### src/rtl/txcd_pkg.sv
// Constants and types shared by the transmit command word decoder
package txcd_pkg;

  // Widths
  localparam int LEN_W  = 11;
  localparam int WCNT_W = 10;
  localparam int SUM_W  = 16;

  // First command word fields
  localparam int CMDA_SIZE_LSB  = 0;
  localparam int CMDA_SIZE_MSB  = 10;
  localparam int CMDA_LAST_BIT  = 12;
  localparam int CMDA_FIRST_BIT = 13;
  localparam int CMDA_OFS_LSB   = 16;
  localparam int CMDA_OFS_MSB   = 20;
  localparam int CMDA_ALN_LSB   = 24;
  localparam int CMDA_ALN_MSB   = 25;

  // Second command word fields
  localparam int CMDB_LEN_LSB   = 0;
  localparam int CMDB_LEN_MSB   = 10;
  localparam int CMDB_NOPAD_BIT = 12;
  localparam int CMDB_NOCRC_BIT = 13;
  localparam int CMDB_TAG_LSB   = 16;
  localparam int CMDB_TAG_MSB   = 31;

  // End alignment codes
  localparam logic [1:0] ALIGN_4  = 2'h0;
  localparam logic [1:0] ALIGN_16 = 2'h1;
  localparam logic [1:0] ALIGN_32 = 2'h2;

  // Bytes in one double-word
  localparam logic [2:0] DW_BYTES = 3'h4;

  // Reset values
  localparam logic [SUM_W-1:0] SUM_RESET = 16'h0000;
  localparam logic [15:0]      TAG_RESET = 16'h0000;

  typedef enum logic [2:0] {
    ST_CMD_A = 3'h1,
    ST_CMD_B = 3'h2,
    ST_BODY  = 3'h4
  } txcd_state_t;

endpackage : txcd_pkg

### src/rtl/txcd_len_if.sv
// Segment length handover between the decoder and the length checker
`timescale 1ns/1ps
interface txcd_len_if;
  logic                       seg_done;
  logic                       seg_first;
  logic                       seg_last;
  logic [txcd_pkg::LEN_W-1:0] seg_bytes;
  logic [txcd_pkg::LEN_W-1:0] pkt_len;
  logic                       mismatch;

  modport ctrl (output seg_done, output seg_first, output seg_last, output seg_bytes, output pkt_len,
                input mismatch);
  modport chk  (input seg_done, input seg_first, input seg_last, input seg_bytes, input pkt_len,
                output mismatch);
endinterface : txcd_len_if

### src/rtl/txcd_cmd_a_decode.sv
// Word layout of one buffer computed from its first command word
`timescale 1ns/1ps
module txcd_cmd_a_decode (
  // Command word
  input  wire logic [31:0]                cmd_in,
  // Buffer layout in double-words
  output logic      [2:0]                 skip_words_out,
  output logic      [txcd_pkg::WCNT_W-1:0] end_words_out,
  output logic      [txcd_pkg::WCNT_W-1:0] total_words_out
);
  logic [4:0]                 ofs;
  logic [txcd_pkg::LEN_W-1:0] size;
  logic [1:0]                 aln;
  logic [11:0]                span;
  logic [11:0]                amask;
  logic [11:0]                rounded;
  logic [11:0]                data_span;

  always_comb begin
    ofs  = cmd_in[txcd_pkg::CMDA_OFS_MSB:txcd_pkg::CMDA_OFS_LSB];
    size = cmd_in[txcd_pkg::CMDA_SIZE_MSB:txcd_pkg::CMDA_SIZE_LSB];
    aln  = cmd_in[txcd_pkg::CMDA_ALN_MSB:txcd_pkg::CMDA_ALN_LSB];
    span = {7'h00, ofs} + {1'b0, size};
    case (aln)
      txcd_pkg::ALIGN_16: amask = 12'h00F;
      txcd_pkg::ALIGN_32: amask = 12'h01F;
      default:            amask = 12'h003;
    endcase
    rounded   = (span + amask) & ~amask;
    data_span = {10'h000, ofs[1:0]} + {1'b0, size} + 12'h003;
    skip_words_out  = ofs[4:2];
    total_words_out = rounded[11:2];
    end_words_out   = data_span[11:2] + {7'h00, ofs[4:2]};
  end
endmodule : txcd_cmd_a_decode

### src/rtl/txcd_len_check.sv
// Running byte total across a packet's segments and length comparison
`timescale 1ns/1ps
module txcd_len_check (
  // Clock and reset
  input  wire logic clk_in,
  input  wire logic rst_n_in,
  // Segment reports
  txcd_len_if.chk   len_if
);
  logic [txcd_pkg::SUM_W-1:0] sum_q;
  logic [txcd_pkg::SUM_W-1:0] sum_d;
  logic [txcd_pkg::SUM_W-1:0] base;
  logic [txcd_pkg::SUM_W-1:0] sum_new;

  always_comb begin
    base    = len_if.seg_first ? txcd_pkg::SUM_RESET : sum_q;
    sum_new = base + {5'h00, len_if.seg_bytes};
    len_if.mismatch = len_if.seg_done && len_if.seg_last &&
                      (sum_new != {5'h00, len_if.pkt_len});
    sum_d = sum_q;
    if (len_if.seg_done) begin
      sum_d = len_if.seg_last ? txcd_pkg::SUM_RESET : sum_new;
    end
  end

  always_ff @(posedge clk_in or negedge rst_n_in) begin
    if (!rst_n_in) begin
      sum_q <= txcd_pkg::SUM_RESET;
    end else begin
      sum_q <= sum_d;
    end
  end
endmodule : txcd_len_check

### src/rtl/txcd_decoder.sv
// Transmit command word decoder: parses buffers, strips offsets and padding, checks lengths
//
// Functional notes
// - first-segment bit opens a new packet
// - last-segment bit closes the current packet
// - first word low bits give buffer bytes
// - size and alignment locate trailing pad words
// - running segment sum compared to packet length
// - packet tag copied into transmit status
// - tag passed through without any checking
// - CRC-disable bit stops FCS append
// - pad-disable bit stops short-frame padding
// - pad disabled forces FCS append anyway
// - second word low bits give packet length
// - length mismatch raises transmit error flag
// - data follows both command words
// - end alignment is 4, 16 or 32
// - whole-word start offset words are skipped
`timescale 1ns/1ps
module txcd_decoder (
  // Clock and reset
  input  wire logic        clk_in,
  input  wire logic        rst_n_in,
  // Transmit FIFO word stream from the host
  input  wire logic        in_valid_in,
  input  wire logic [31:0] in_data_in,
  output logic             in_ready_out,
  // Data stream towards the transmitter
  output logic             out_valid_out,
  input  wire logic        out_ready_in,
  output logic [31:0]      out_data_out,
  output logic [1:0]       out_first_byte_out,
  output logic [2:0]       out_byte_count_out,
  output logic             out_sop_out,
  output logic             out_eop_out,
  output logic             out_fcs_append_out,
  output logic             out_pad_enable_out,
  // Transmit status tag
  output logic             status_valid_out,
  output logic [15:0]      status_tag_out,
  output logic             status_len_error_out,
  // Error flag
  input  wire logic        transmit_error_clear_in,
  output logic             transmit_error_flag_out
);

  // Parser state
  txcd_pkg::txcd_state_t              state_q;
  txcd_pkg::txcd_state_t              state_d;
  logic [txcd_pkg::WCNT_W-1:0]        word_q;
  logic [txcd_pkg::WCNT_W-1:0]        word_d;

  // Current buffer from the first command word
  logic                               a_first_q;
  logic                               a_first_d;
  logic                               a_last_q;
  logic                               a_last_d;
  logic [txcd_pkg::LEN_W-1:0]         a_size_q;
  logic [txcd_pkg::LEN_W-1:0]         a_size_d;
  logic [1:0]                         a_lead_q;
  logic [1:0]                         a_lead_d;
  logic [2:0]                         skip_q;
  logic [2:0]                         skip_d;
  logic [txcd_pkg::WCNT_W-1:0]        end_q;
  logic [txcd_pkg::WCNT_W-1:0]        end_d;
  logic [txcd_pkg::WCNT_W-1:0]        total_q;
  logic [txcd_pkg::WCNT_W-1:0]        total_d;
  logic [txcd_pkg::LEN_W-1:0]         rem_q;
  logic [txcd_pkg::LEN_W-1:0]         rem_d;

  // Packet controls from the second command word
  logic [15:0]                        tag_q;
  logic [15:0]                        tag_d;
  logic                               no_crc_q;
  logic                               no_crc_d;
  logic                               no_pad_q;
  logic                               no_pad_d;
  logic [txcd_pkg::LEN_W-1:0]         pkt_len_q;
  logic [txcd_pkg::LEN_W-1:0]         pkt_len_d;

  // Output registers
  logic                               out_valid_q;
  logic                               out_valid_d;
  logic [31:0]                        out_data_q;
  logic [31:0]                        out_data_d;
  logic [1:0]                         out_lead_q;
  logic [1:0]                         out_lead_d;
  logic [2:0]                         out_cnt_q;
  logic [2:0]                         out_cnt_d;
  logic                               out_sop_q;
  logic                               out_sop_d;
  logic                               out_eop_q;
  logic                               out_eop_d;
  logic                               out_fcs_q;
  logic                               out_fcs_d;
  logic                               out_pad_q;
  logic                               out_pad_d;
  logic                               stat_valid_q;
  logic                               stat_valid_d;
  logic [15:0]                        stat_tag_q;
  logic [15:0]                        stat_tag_d;
  logic                               stat_err_q;
  logic                               stat_err_d;
  logic                               txerr_q;
  logic                               txerr_d;

  // Combinational helpers
  logic                               accept;
  logic                               seg_done;
  logic [2:0]                         dec_skip;
  logic [txcd_pkg::WCNT_W-1:0]        dec_end;
  logic [txcd_pkg::WCNT_W-1:0]        dec_total;
  logic [1:0]                         lead;
  logic [2:0]                         room;
  logic [2:0]                         cnt;
  logic                               in_data_zone;
  logic [txcd_pkg::LEN_W-1:0]         len_field;

  txcd_len_if len_if ();

  txcd_cmd_a_decode u_cmd_a_decode (
    .cmd_in          (in_data_in),
    .skip_words_out  (dec_skip),
    .end_words_out   (dec_end),
    .total_words_out (dec_total)
  );

  txcd_len_check u_len_check (
    .clk_in   (clk_in),
    .rst_n_in (rst_n_in),
    .len_if   (len_if)
  );

  // A word is taken whenever the output register is free or draining
  assign in_ready_out = !out_valid_q || out_ready_in;
  assign accept       = in_valid_in && in_ready_out;
  assign len_field    = in_data_in[txcd_pkg::CMDB_LEN_MSB:txcd_pkg::CMDB_LEN_LSB];

  always_comb begin
    lead = (word_q == {7'h00, skip_q}) ? a_lead_q : 2'h0;
    room = txcd_pkg::DW_BYTES - {1'b0, lead};
    cnt  = (rem_q < {8'h00, room}) ? rem_q[2:0] : room;
    in_data_zone = (word_q >= {7'h00, skip_q}) && (word_q < end_q);
  end

  always_comb begin
    state_d      = state_q;
    word_d       = word_q;
    a_first_d    = a_first_q;
    a_last_d     = a_last_q;
    a_size_d     = a_size_q;
    a_lead_d     = a_lead_q;
    skip_d       = skip_q;
    end_d        = end_q;
    total_d      = total_q;
    rem_d        = rem_q;
    tag_d        = tag_q;
    no_crc_d     = no_crc_q;
    no_pad_d     = no_pad_q;
    pkt_len_d    = pkt_len_q;
    out_valid_d  = out_valid_q;
    out_data_d   = out_data_q;
    out_lead_d   = out_lead_q;
    out_cnt_d    = out_cnt_q;
    out_sop_d    = out_sop_q;
    out_eop_d    = out_eop_q;
    out_fcs_d    = out_fcs_q;
    out_pad_d    = out_pad_q;
    stat_valid_d = 1'b0;
    stat_tag_d   = stat_tag_q;
    stat_err_d   = stat_err_q;
    seg_done     = 1'b0;

    if (out_valid_q && out_ready_in) begin
      out_valid_d = 1'b0;
    end

    case (state_q)
      txcd_pkg::ST_CMD_A: begin
        if (accept) begin
          a_first_d = in_data_in[txcd_pkg::CMDA_FIRST_BIT];
          a_last_d  = in_data_in[txcd_pkg::CMDA_LAST_BIT];
          a_size_d  = in_data_in[txcd_pkg::CMDA_SIZE_MSB:txcd_pkg::CMDA_SIZE_LSB];
          a_lead_d  = in_data_in[txcd_pkg::CMDA_OFS_LSB+1:txcd_pkg::CMDA_OFS_LSB];
          skip_d    = dec_skip;
          end_d     = dec_end;
          total_d   = dec_total;
          state_d   = txcd_pkg::ST_CMD_B;
        end
      end
      txcd_pkg::ST_CMD_B: begin
        if (accept) begin
          if (a_first_q) begin
            tag_d    = in_data_in[txcd_pkg::CMDB_TAG_MSB:txcd_pkg::CMDB_TAG_LSB];
            no_crc_d = in_data_in[txcd_pkg::CMDB_NOCRC_BIT];
            no_pad_d = in_data_in[txcd_pkg::CMDB_NOPAD_BIT];
          end
          pkt_len_d = len_field;
          rem_d     = a_size_q;
          word_d    = {txcd_pkg::WCNT_W{1'b0}};
          if (total_q == {txcd_pkg::WCNT_W{1'b0}}) begin
            seg_done = 1'b1;
            state_d  = txcd_pkg::ST_CMD_A;
          end else begin
            state_d  = txcd_pkg::ST_BODY;
          end
        end
      end
      txcd_pkg::ST_BODY: begin
        if (accept) begin
          if (in_data_zone && (cnt != 3'h0)) begin
            out_valid_d = 1'b1;
            out_data_d  = in_data_in;
            out_lead_d  = lead;
            out_cnt_d   = cnt;
            out_sop_d   = a_first_q && (word_q == {7'h00, skip_q});
            out_eop_d   = a_last_q && (rem_q == {8'h00, cnt});
            out_fcs_d   = !no_crc_q || no_pad_q;
            out_pad_d   = !no_pad_q;
            rem_d       = rem_q - {8'h00, cnt};
          end
          if (word_q == total_q - 10'h001) begin
            seg_done = 1'b1;
            state_d  = txcd_pkg::ST_CMD_A;
          end else begin
            word_d   = word_q + 10'h001;
          end
        end
      end
      default: begin
        state_d = txcd_pkg::ST_CMD_A;
      end
    endcase

    if (seg_done && a_last_q) begin
      stat_valid_d = 1'b1;
      stat_tag_d   = tag_d;
      stat_err_d   = len_if.mismatch;
    end

    txerr_d = txerr_q;
    if (transmit_error_clear_in) begin
      txerr_d = 1'b0;
    end
    if (len_if.mismatch) begin
      txerr_d = 1'b1;
    end
  end

  // Length checker gets the closing word's packet length, even for empty buffers
  always_comb begin
    len_if.seg_done  = seg_done;
    len_if.seg_first = a_first_q;
    len_if.seg_last  = a_last_q;
    len_if.seg_bytes = a_size_q;
    len_if.pkt_len   = (state_q == txcd_pkg::ST_CMD_B) ? len_field : pkt_len_q;
  end

  always_ff @(posedge clk_in or negedge rst_n_in) begin
    if (!rst_n_in) begin
      state_q      <= txcd_pkg::ST_CMD_A;
      word_q       <= {txcd_pkg::WCNT_W{1'b0}};
      a_first_q    <= 1'b0;
      a_last_q     <= 1'b0;
      a_size_q     <= {txcd_pkg::LEN_W{1'b0}};
      a_lead_q     <= 2'h0;
      skip_q       <= 3'h0;
      end_q        <= {txcd_pkg::WCNT_W{1'b0}};
      total_q      <= {txcd_pkg::WCNT_W{1'b0}};
      rem_q        <= {txcd_pkg::LEN_W{1'b0}};
      tag_q        <= txcd_pkg::TAG_RESET;
      no_crc_q     <= 1'b0;
      no_pad_q     <= 1'b0;
      pkt_len_q    <= {txcd_pkg::LEN_W{1'b0}};
      out_valid_q  <= 1'b0;
      out_data_q   <= 32'h0000_0000;
      out_lead_q   <= 2'h0;
      out_cnt_q    <= 3'h0;
      out_sop_q    <= 1'b0;
      out_eop_q    <= 1'b0;
      out_fcs_q    <= 1'b0;
      out_pad_q    <= 1'b0;
      stat_valid_q <= 1'b0;
      stat_tag_q   <= txcd_pkg::TAG_RESET;
      stat_err_q   <= 1'b0;
      txerr_q      <= 1'b0;
    end else begin
      state_q      <= state_d;
      word_q       <= word_d;
      a_first_q    <= a_first_d;
      a_last_q     <= a_last_d;
      a_size_q     <= a_size_d;
      a_lead_q     <= a_lead_d;
      skip_q       <= skip_d;
      end_q        <= end_d;
      total_q      <= total_d;
      rem_q        <= rem_d;
      tag_q        <= tag_d;
      no_crc_q     <= no_crc_d;
      no_pad_q     <= no_pad_d;
      pkt_len_q    <= pkt_len_d;
      out_valid_q  <= out_valid_d;
      out_data_q   <= out_data_d;
      out_lead_q   <= out_lead_d;
      out_cnt_q    <= out_cnt_d;
      out_sop_q    <= out_sop_d;
      out_eop_q    <= out_eop_d;
      out_fcs_q    <= out_fcs_d;
      out_pad_q    <= out_pad_d;
      stat_valid_q <= stat_valid_d;
      stat_tag_q   <= stat_tag_d;
      stat_err_q   <= stat_err_d;
      txerr_q      <= txerr_d;
    end
  end

  assign out_valid_out           = out_valid_q;
  assign out_data_out            = out_data_q;
  assign out_first_byte_out      = out_lead_q;
  assign out_byte_count_out      = out_cnt_q;
  assign out_sop_out             = out_sop_q;
  assign out_eop_out             = out_eop_q;
  assign out_fcs_append_out      = out_fcs_q;
  assign out_pad_enable_out      = out_pad_q;
  assign status_valid_out        = stat_valid_q;
  assign status_tag_out          = stat_tag_q;
  assign status_len_error_out    = stat_err_q;
  assign transmit_error_flag_out = txerr_q;

endmodule : txcd_decoder

### config.mk
export PLATFORM = sky130hd
export DESIGN_NAME = txcd_decoder
export DESIGN_NICKNAME = d
export VERILOG_FILES = /design/src/rtl/txcd_pkg.sv /design/src/rtl/txcd_len_if.sv /design/src/rtl/txcd_cmd_a_decode.sv /design/src/rtl/txcd_len_check.sv /design/src/rtl/txcd_decoder.sv
export SDC_FILE = /design/constraint.sdc
export NUM_CORES = 1
export LEC_CHECK = 0
export ABC_AREA = 1
export BUFFER_PORTS_ARGS = -buffer_cell sky130_fd_sc_hd__buf_2
export CORE_ASPECT_RATIO = 0.9
export CORE_MARGIN = 10
export CORE_UTILIZATION = 50
export CTS_BUF_LIST = sky130_fd_sc_hd__clkbuf_16
export CTS_CLUSTER_SIZE = 40
export DETAILED_ROUTE_END_ITERATION = 10
export PLACE_DENSITY = 0.65
export SYNTH_ARGS = -nofsm -noshare
export SYNTH_HDL_FRONTEND = slang
export SYNTH_SLANG_ARGS = --single-unit
### constraint.sdc
create_clock -name clk_in -period 3.95 [get_ports clk_in]
set_input_delay 0.1975 -clock clk_in [delete_from_list [all_inputs] [get_ports clk_in]]
set_output_delay 0.1975 -clock clk_in [all_outputs]
set_load 0.01 [all_outputs]
==> reports/metrics.yaml <==
clock_tree:
  ctsRootBufferMaster: "clkbuf_16"
  cts.htree.levels: 4
  cts.sinks: 168
  clk_latency_ps: 430
  cts.path.max_buffers: 2
  clk_pin_slew_ps: 80
  cts_tree: "built"
  cts_made_buffers: 17
worst_hold_path:
  min_path_type: "primary input to flop"
floorplan:
  io_pins: 99
  dieArea_um2: 25100
  die_w_um: 166
  coreArea_um2: 18600
  start_util_pct: 51.5
  row_count: 47
  die_h_um: 151
route:
  ant_nets: 0
  num_vias: 7960
  remaining_drc_errors: 0
  wirelength_um: 25600
  vias_per_cell: 5.08
  drt-wirelength-per-cell_um: 16.3
  drtIter0Drc: 590
  dr.pass1.iters: 5
power:
  power_density_nw_per_um2: 766
  switching_power_w: 0.00373
  sw_frac_of_total_pct: 43.9
  p_int_w: 0.00476
  p_leak_nw: 5.91
  max-vdd-ir-drop_v: 0.000495
  clock_power_share_pct: 19.3
  seqPwrFrac_pct: 33.4
  power_frac_comb_pct: 47.4
layout:
  n_antenna_cell: 0
  drive_gt1_share_pct: 15.4
  fin_nets: 1393
  final_common_cell: "nand2_1"
  area_growth_pct: 15.8
  final_cell_mix: "nand2_1, dfrtp_1, inv_1"
  finish.utilization_pct: 59.6
  nFillCells: 1745
synth:
  synthCells: 1198
  yosys.area.top_type: "dfrtp_1"
  synth_area_um2: 9560
  synthArstFlopShare_pct: 100
  ys.flop_type: "dfrtp_1"
  ys_seq_area_share_pct: 44.0
  syn_area_per_cell_um2: 7.98
  synth.area.top_cells: "dfrtp_1, nand2_1, inv_1, o21ai_0, ha_1"
  synth-edff-count: 0
  synth-seq-cells: 168
  yosysWarnings: 0
  synth_top_area_share_pct: 43.7
  syn_nets: 1281
  synthDistinctLibCells: 51
run:
  cap_viol_max_count: 0
global_routing:
  grt_max_degree: 110
  grt_overflow: 0
  grt_pass1_wl_um: 40800
  track_usage_pct: 20.2
  grt_pass1_vias: 7686
  antenna_found_initial: 0
sta:
  final_max_slew_viol_count: 0
  fmax_mhz: 266
  skew_ps: 9.14
  worstMarginPinSlew_ps: 1020
  min_period_ps: 3750
  timing.final.ws_setup_ps: 197
  finalSetupViolCount: 0
  hold_violations: 0
  relSlewSlack_pct: 32.1
  min_period_over_period_pct: 95.0
placed_design:
  portBuffers: 98
  detailedPlace.worstSlack_ps: 107
  place_congestion: 0.861
  dp_hpwl_um: 18600
worst_setup_path:
  cp-start-kind: "flop"
  critPathKind: "flop to flop"
  critPathMaxFanout: 7
  cp.arrival_ps: 4080
  cp-end-kind: "flop"
  cp.required_ps: 4270
outcome:
  status: "completed"
[area by class of cell]
class | instances | area (µm²) | area share, %
multi-input combinational | 839 | 4590 | 41.5
inverter | 151 | 571 | 5.15
sequential | 168 | 4210 | 38.0
tap | 245 | 307 | 2.77
clock buffer | 17 | 425 | 3.84
clock inverter | 15 | 154 | 1.39
timing repair buffer | 133 | 817 | 7.38
[kinds of logic after synthesis]
group | synth area share, %
mux | 1.18
simple gates | 24.8
flops | 44.0
fa+ha+maj | 6.57
compound gates | 9.90
buf+inv | 8.31
xor+xnor | 5.29
[flip-flops by register name, summed over array words and instances (netlist names), 2 cells and up]
register	flops
total_q	10
u_len_check.sum_q	16
a_size_q	11
end_q	10
pkt_len_q	11
out_data_out	32
word_q	10
tag_q	16
out_byte_count_out	3
skip_q	3
out_first_byte_out	2
state_q	3
a_lead_q	2
rem_q	11
status_tag_out	16
[worst max-delay path: stages, from the launching register on]
cell,delay [ps]
dfrtp_2,450
ha_1,280
inv_1,30
nor2_1,120
nand2_1,120
nor2_4,170
nand2_2,90
ha_1,220
inv_1,120
ha_1,240
inv_1,70
o21ai_0,100
nor2_2,200
nand2_4,110
nand2_2,90
o21ai_4,70
inv_1,70
ha_1,140
inv_1,50
ha_1,160
inv_1,50
nand2_1,70
nand2_1,100
nand2_1,120
nor2_2,160
o21ai_0,110
nand2_1,80
nand2_1,40
[routing by layer]
layer | global-route usage, % | vias to the layer above | part of all wire, %
met5 | 0 | - | 0
met4 | 6.86 | 0 | 2.0
met3 | 3.26 | 40 | 3.8
met2 | 32.9 | 149 | 48
met1 | 26.8 | 3725 | 46
li1 | - | 4046 | -
[power groups by stage]
| stage | clock network (W) | logic [W] | registers, W |
|---|---|---|---|
| floorplan | 0 | 0.00285 | 0.00280 |
| global route | 0.00175 | 0.00454 | 0.00291 |
| detailed placement | 0 | 0.00392 | 0.00285 |
| finish | 0.00163 | 0.00402 | 0.00283 |
| global placement | 0 | 0.00386 | 0.00283 |
| CTS | 0.00167 | 0.00397 | 0.00282 |
[cells in the mapped netlist (2+ instances only)]
cell type and count:
o21ai_2 4, nand4_1 17, buf_2 10, buf_4 4
ha_1 39, a31oi_1 2, nand2_1 352, inv_2 3
nand3b_1 2, o211ai_1 5, inv_1 146, or2_2 5
nor2_1 94, xnor2_1 12, o21ai_0 98, xnor3_1 3
o21ai_1 9, nor3_1 7, nand3_2 6, a21boi_0 2
mux2_2 10, nand2_2 2, o21bai_1 2, fa_1 7
xor2_1 38, buf_6 6, o22ai_1 11, clkbuf_1 19
nor2_2 5, a21oi_1 24, o221ai_1 3, o31ai_1 3
nor3_2 2, dfrtp_1 167, nand3_1 63
[stage by stage]
| stage | power (W) | setup TNS (ps) | instances | instance area (µm²) | hold slack, ps |
|---|---|---|---|---|---|
| floorplan | 0.00565 | 0 | 1198 | 9560 | -98.1 |
| global placement | 0.00669 | 0 | 1514 | 10300 | 398 |
| detailed placement | 0.00676 | 0 | 1514 | 10300 | 404 |
| CTS | 0.00846 | 0 | 1559 | 11000 | 0.451 |
| global route | 0.00920 | -92.9 | 1568 | 11100 | 13.9 |
| finish | 0.00849 | 0 | 1568 | 11100 | 7.11 |
[worst paths after layout]
path / from / endpoint / slack (ps) / cells past startpoint
min in group asynchronous: rst_n_in / out_data_out[8] / 480 / 2
setup / recovery: word_q[2] / rem_q[8] / 200 / 27
max in group asynchronous: rst_n_in / tag_q[6] / 2600 / 3
setup reg to reg: word_q[2] / rem_q[8] / 200 / 27
hold / removal: in_data_in[23] / out_data_out[23] / 7 / 3
hold reg to reg: out_data_out[26] / out_data_out[26] / 470 / 2
[timing repair]
item	CTS	global route
hold endpoints to repair	119	0
buffers inserted	0	9
setup endpoints to repair	0	15
gates resized for setup	0	9
hold buffers	13	0
Note: power is estimated with default switching activity, not from simulation.
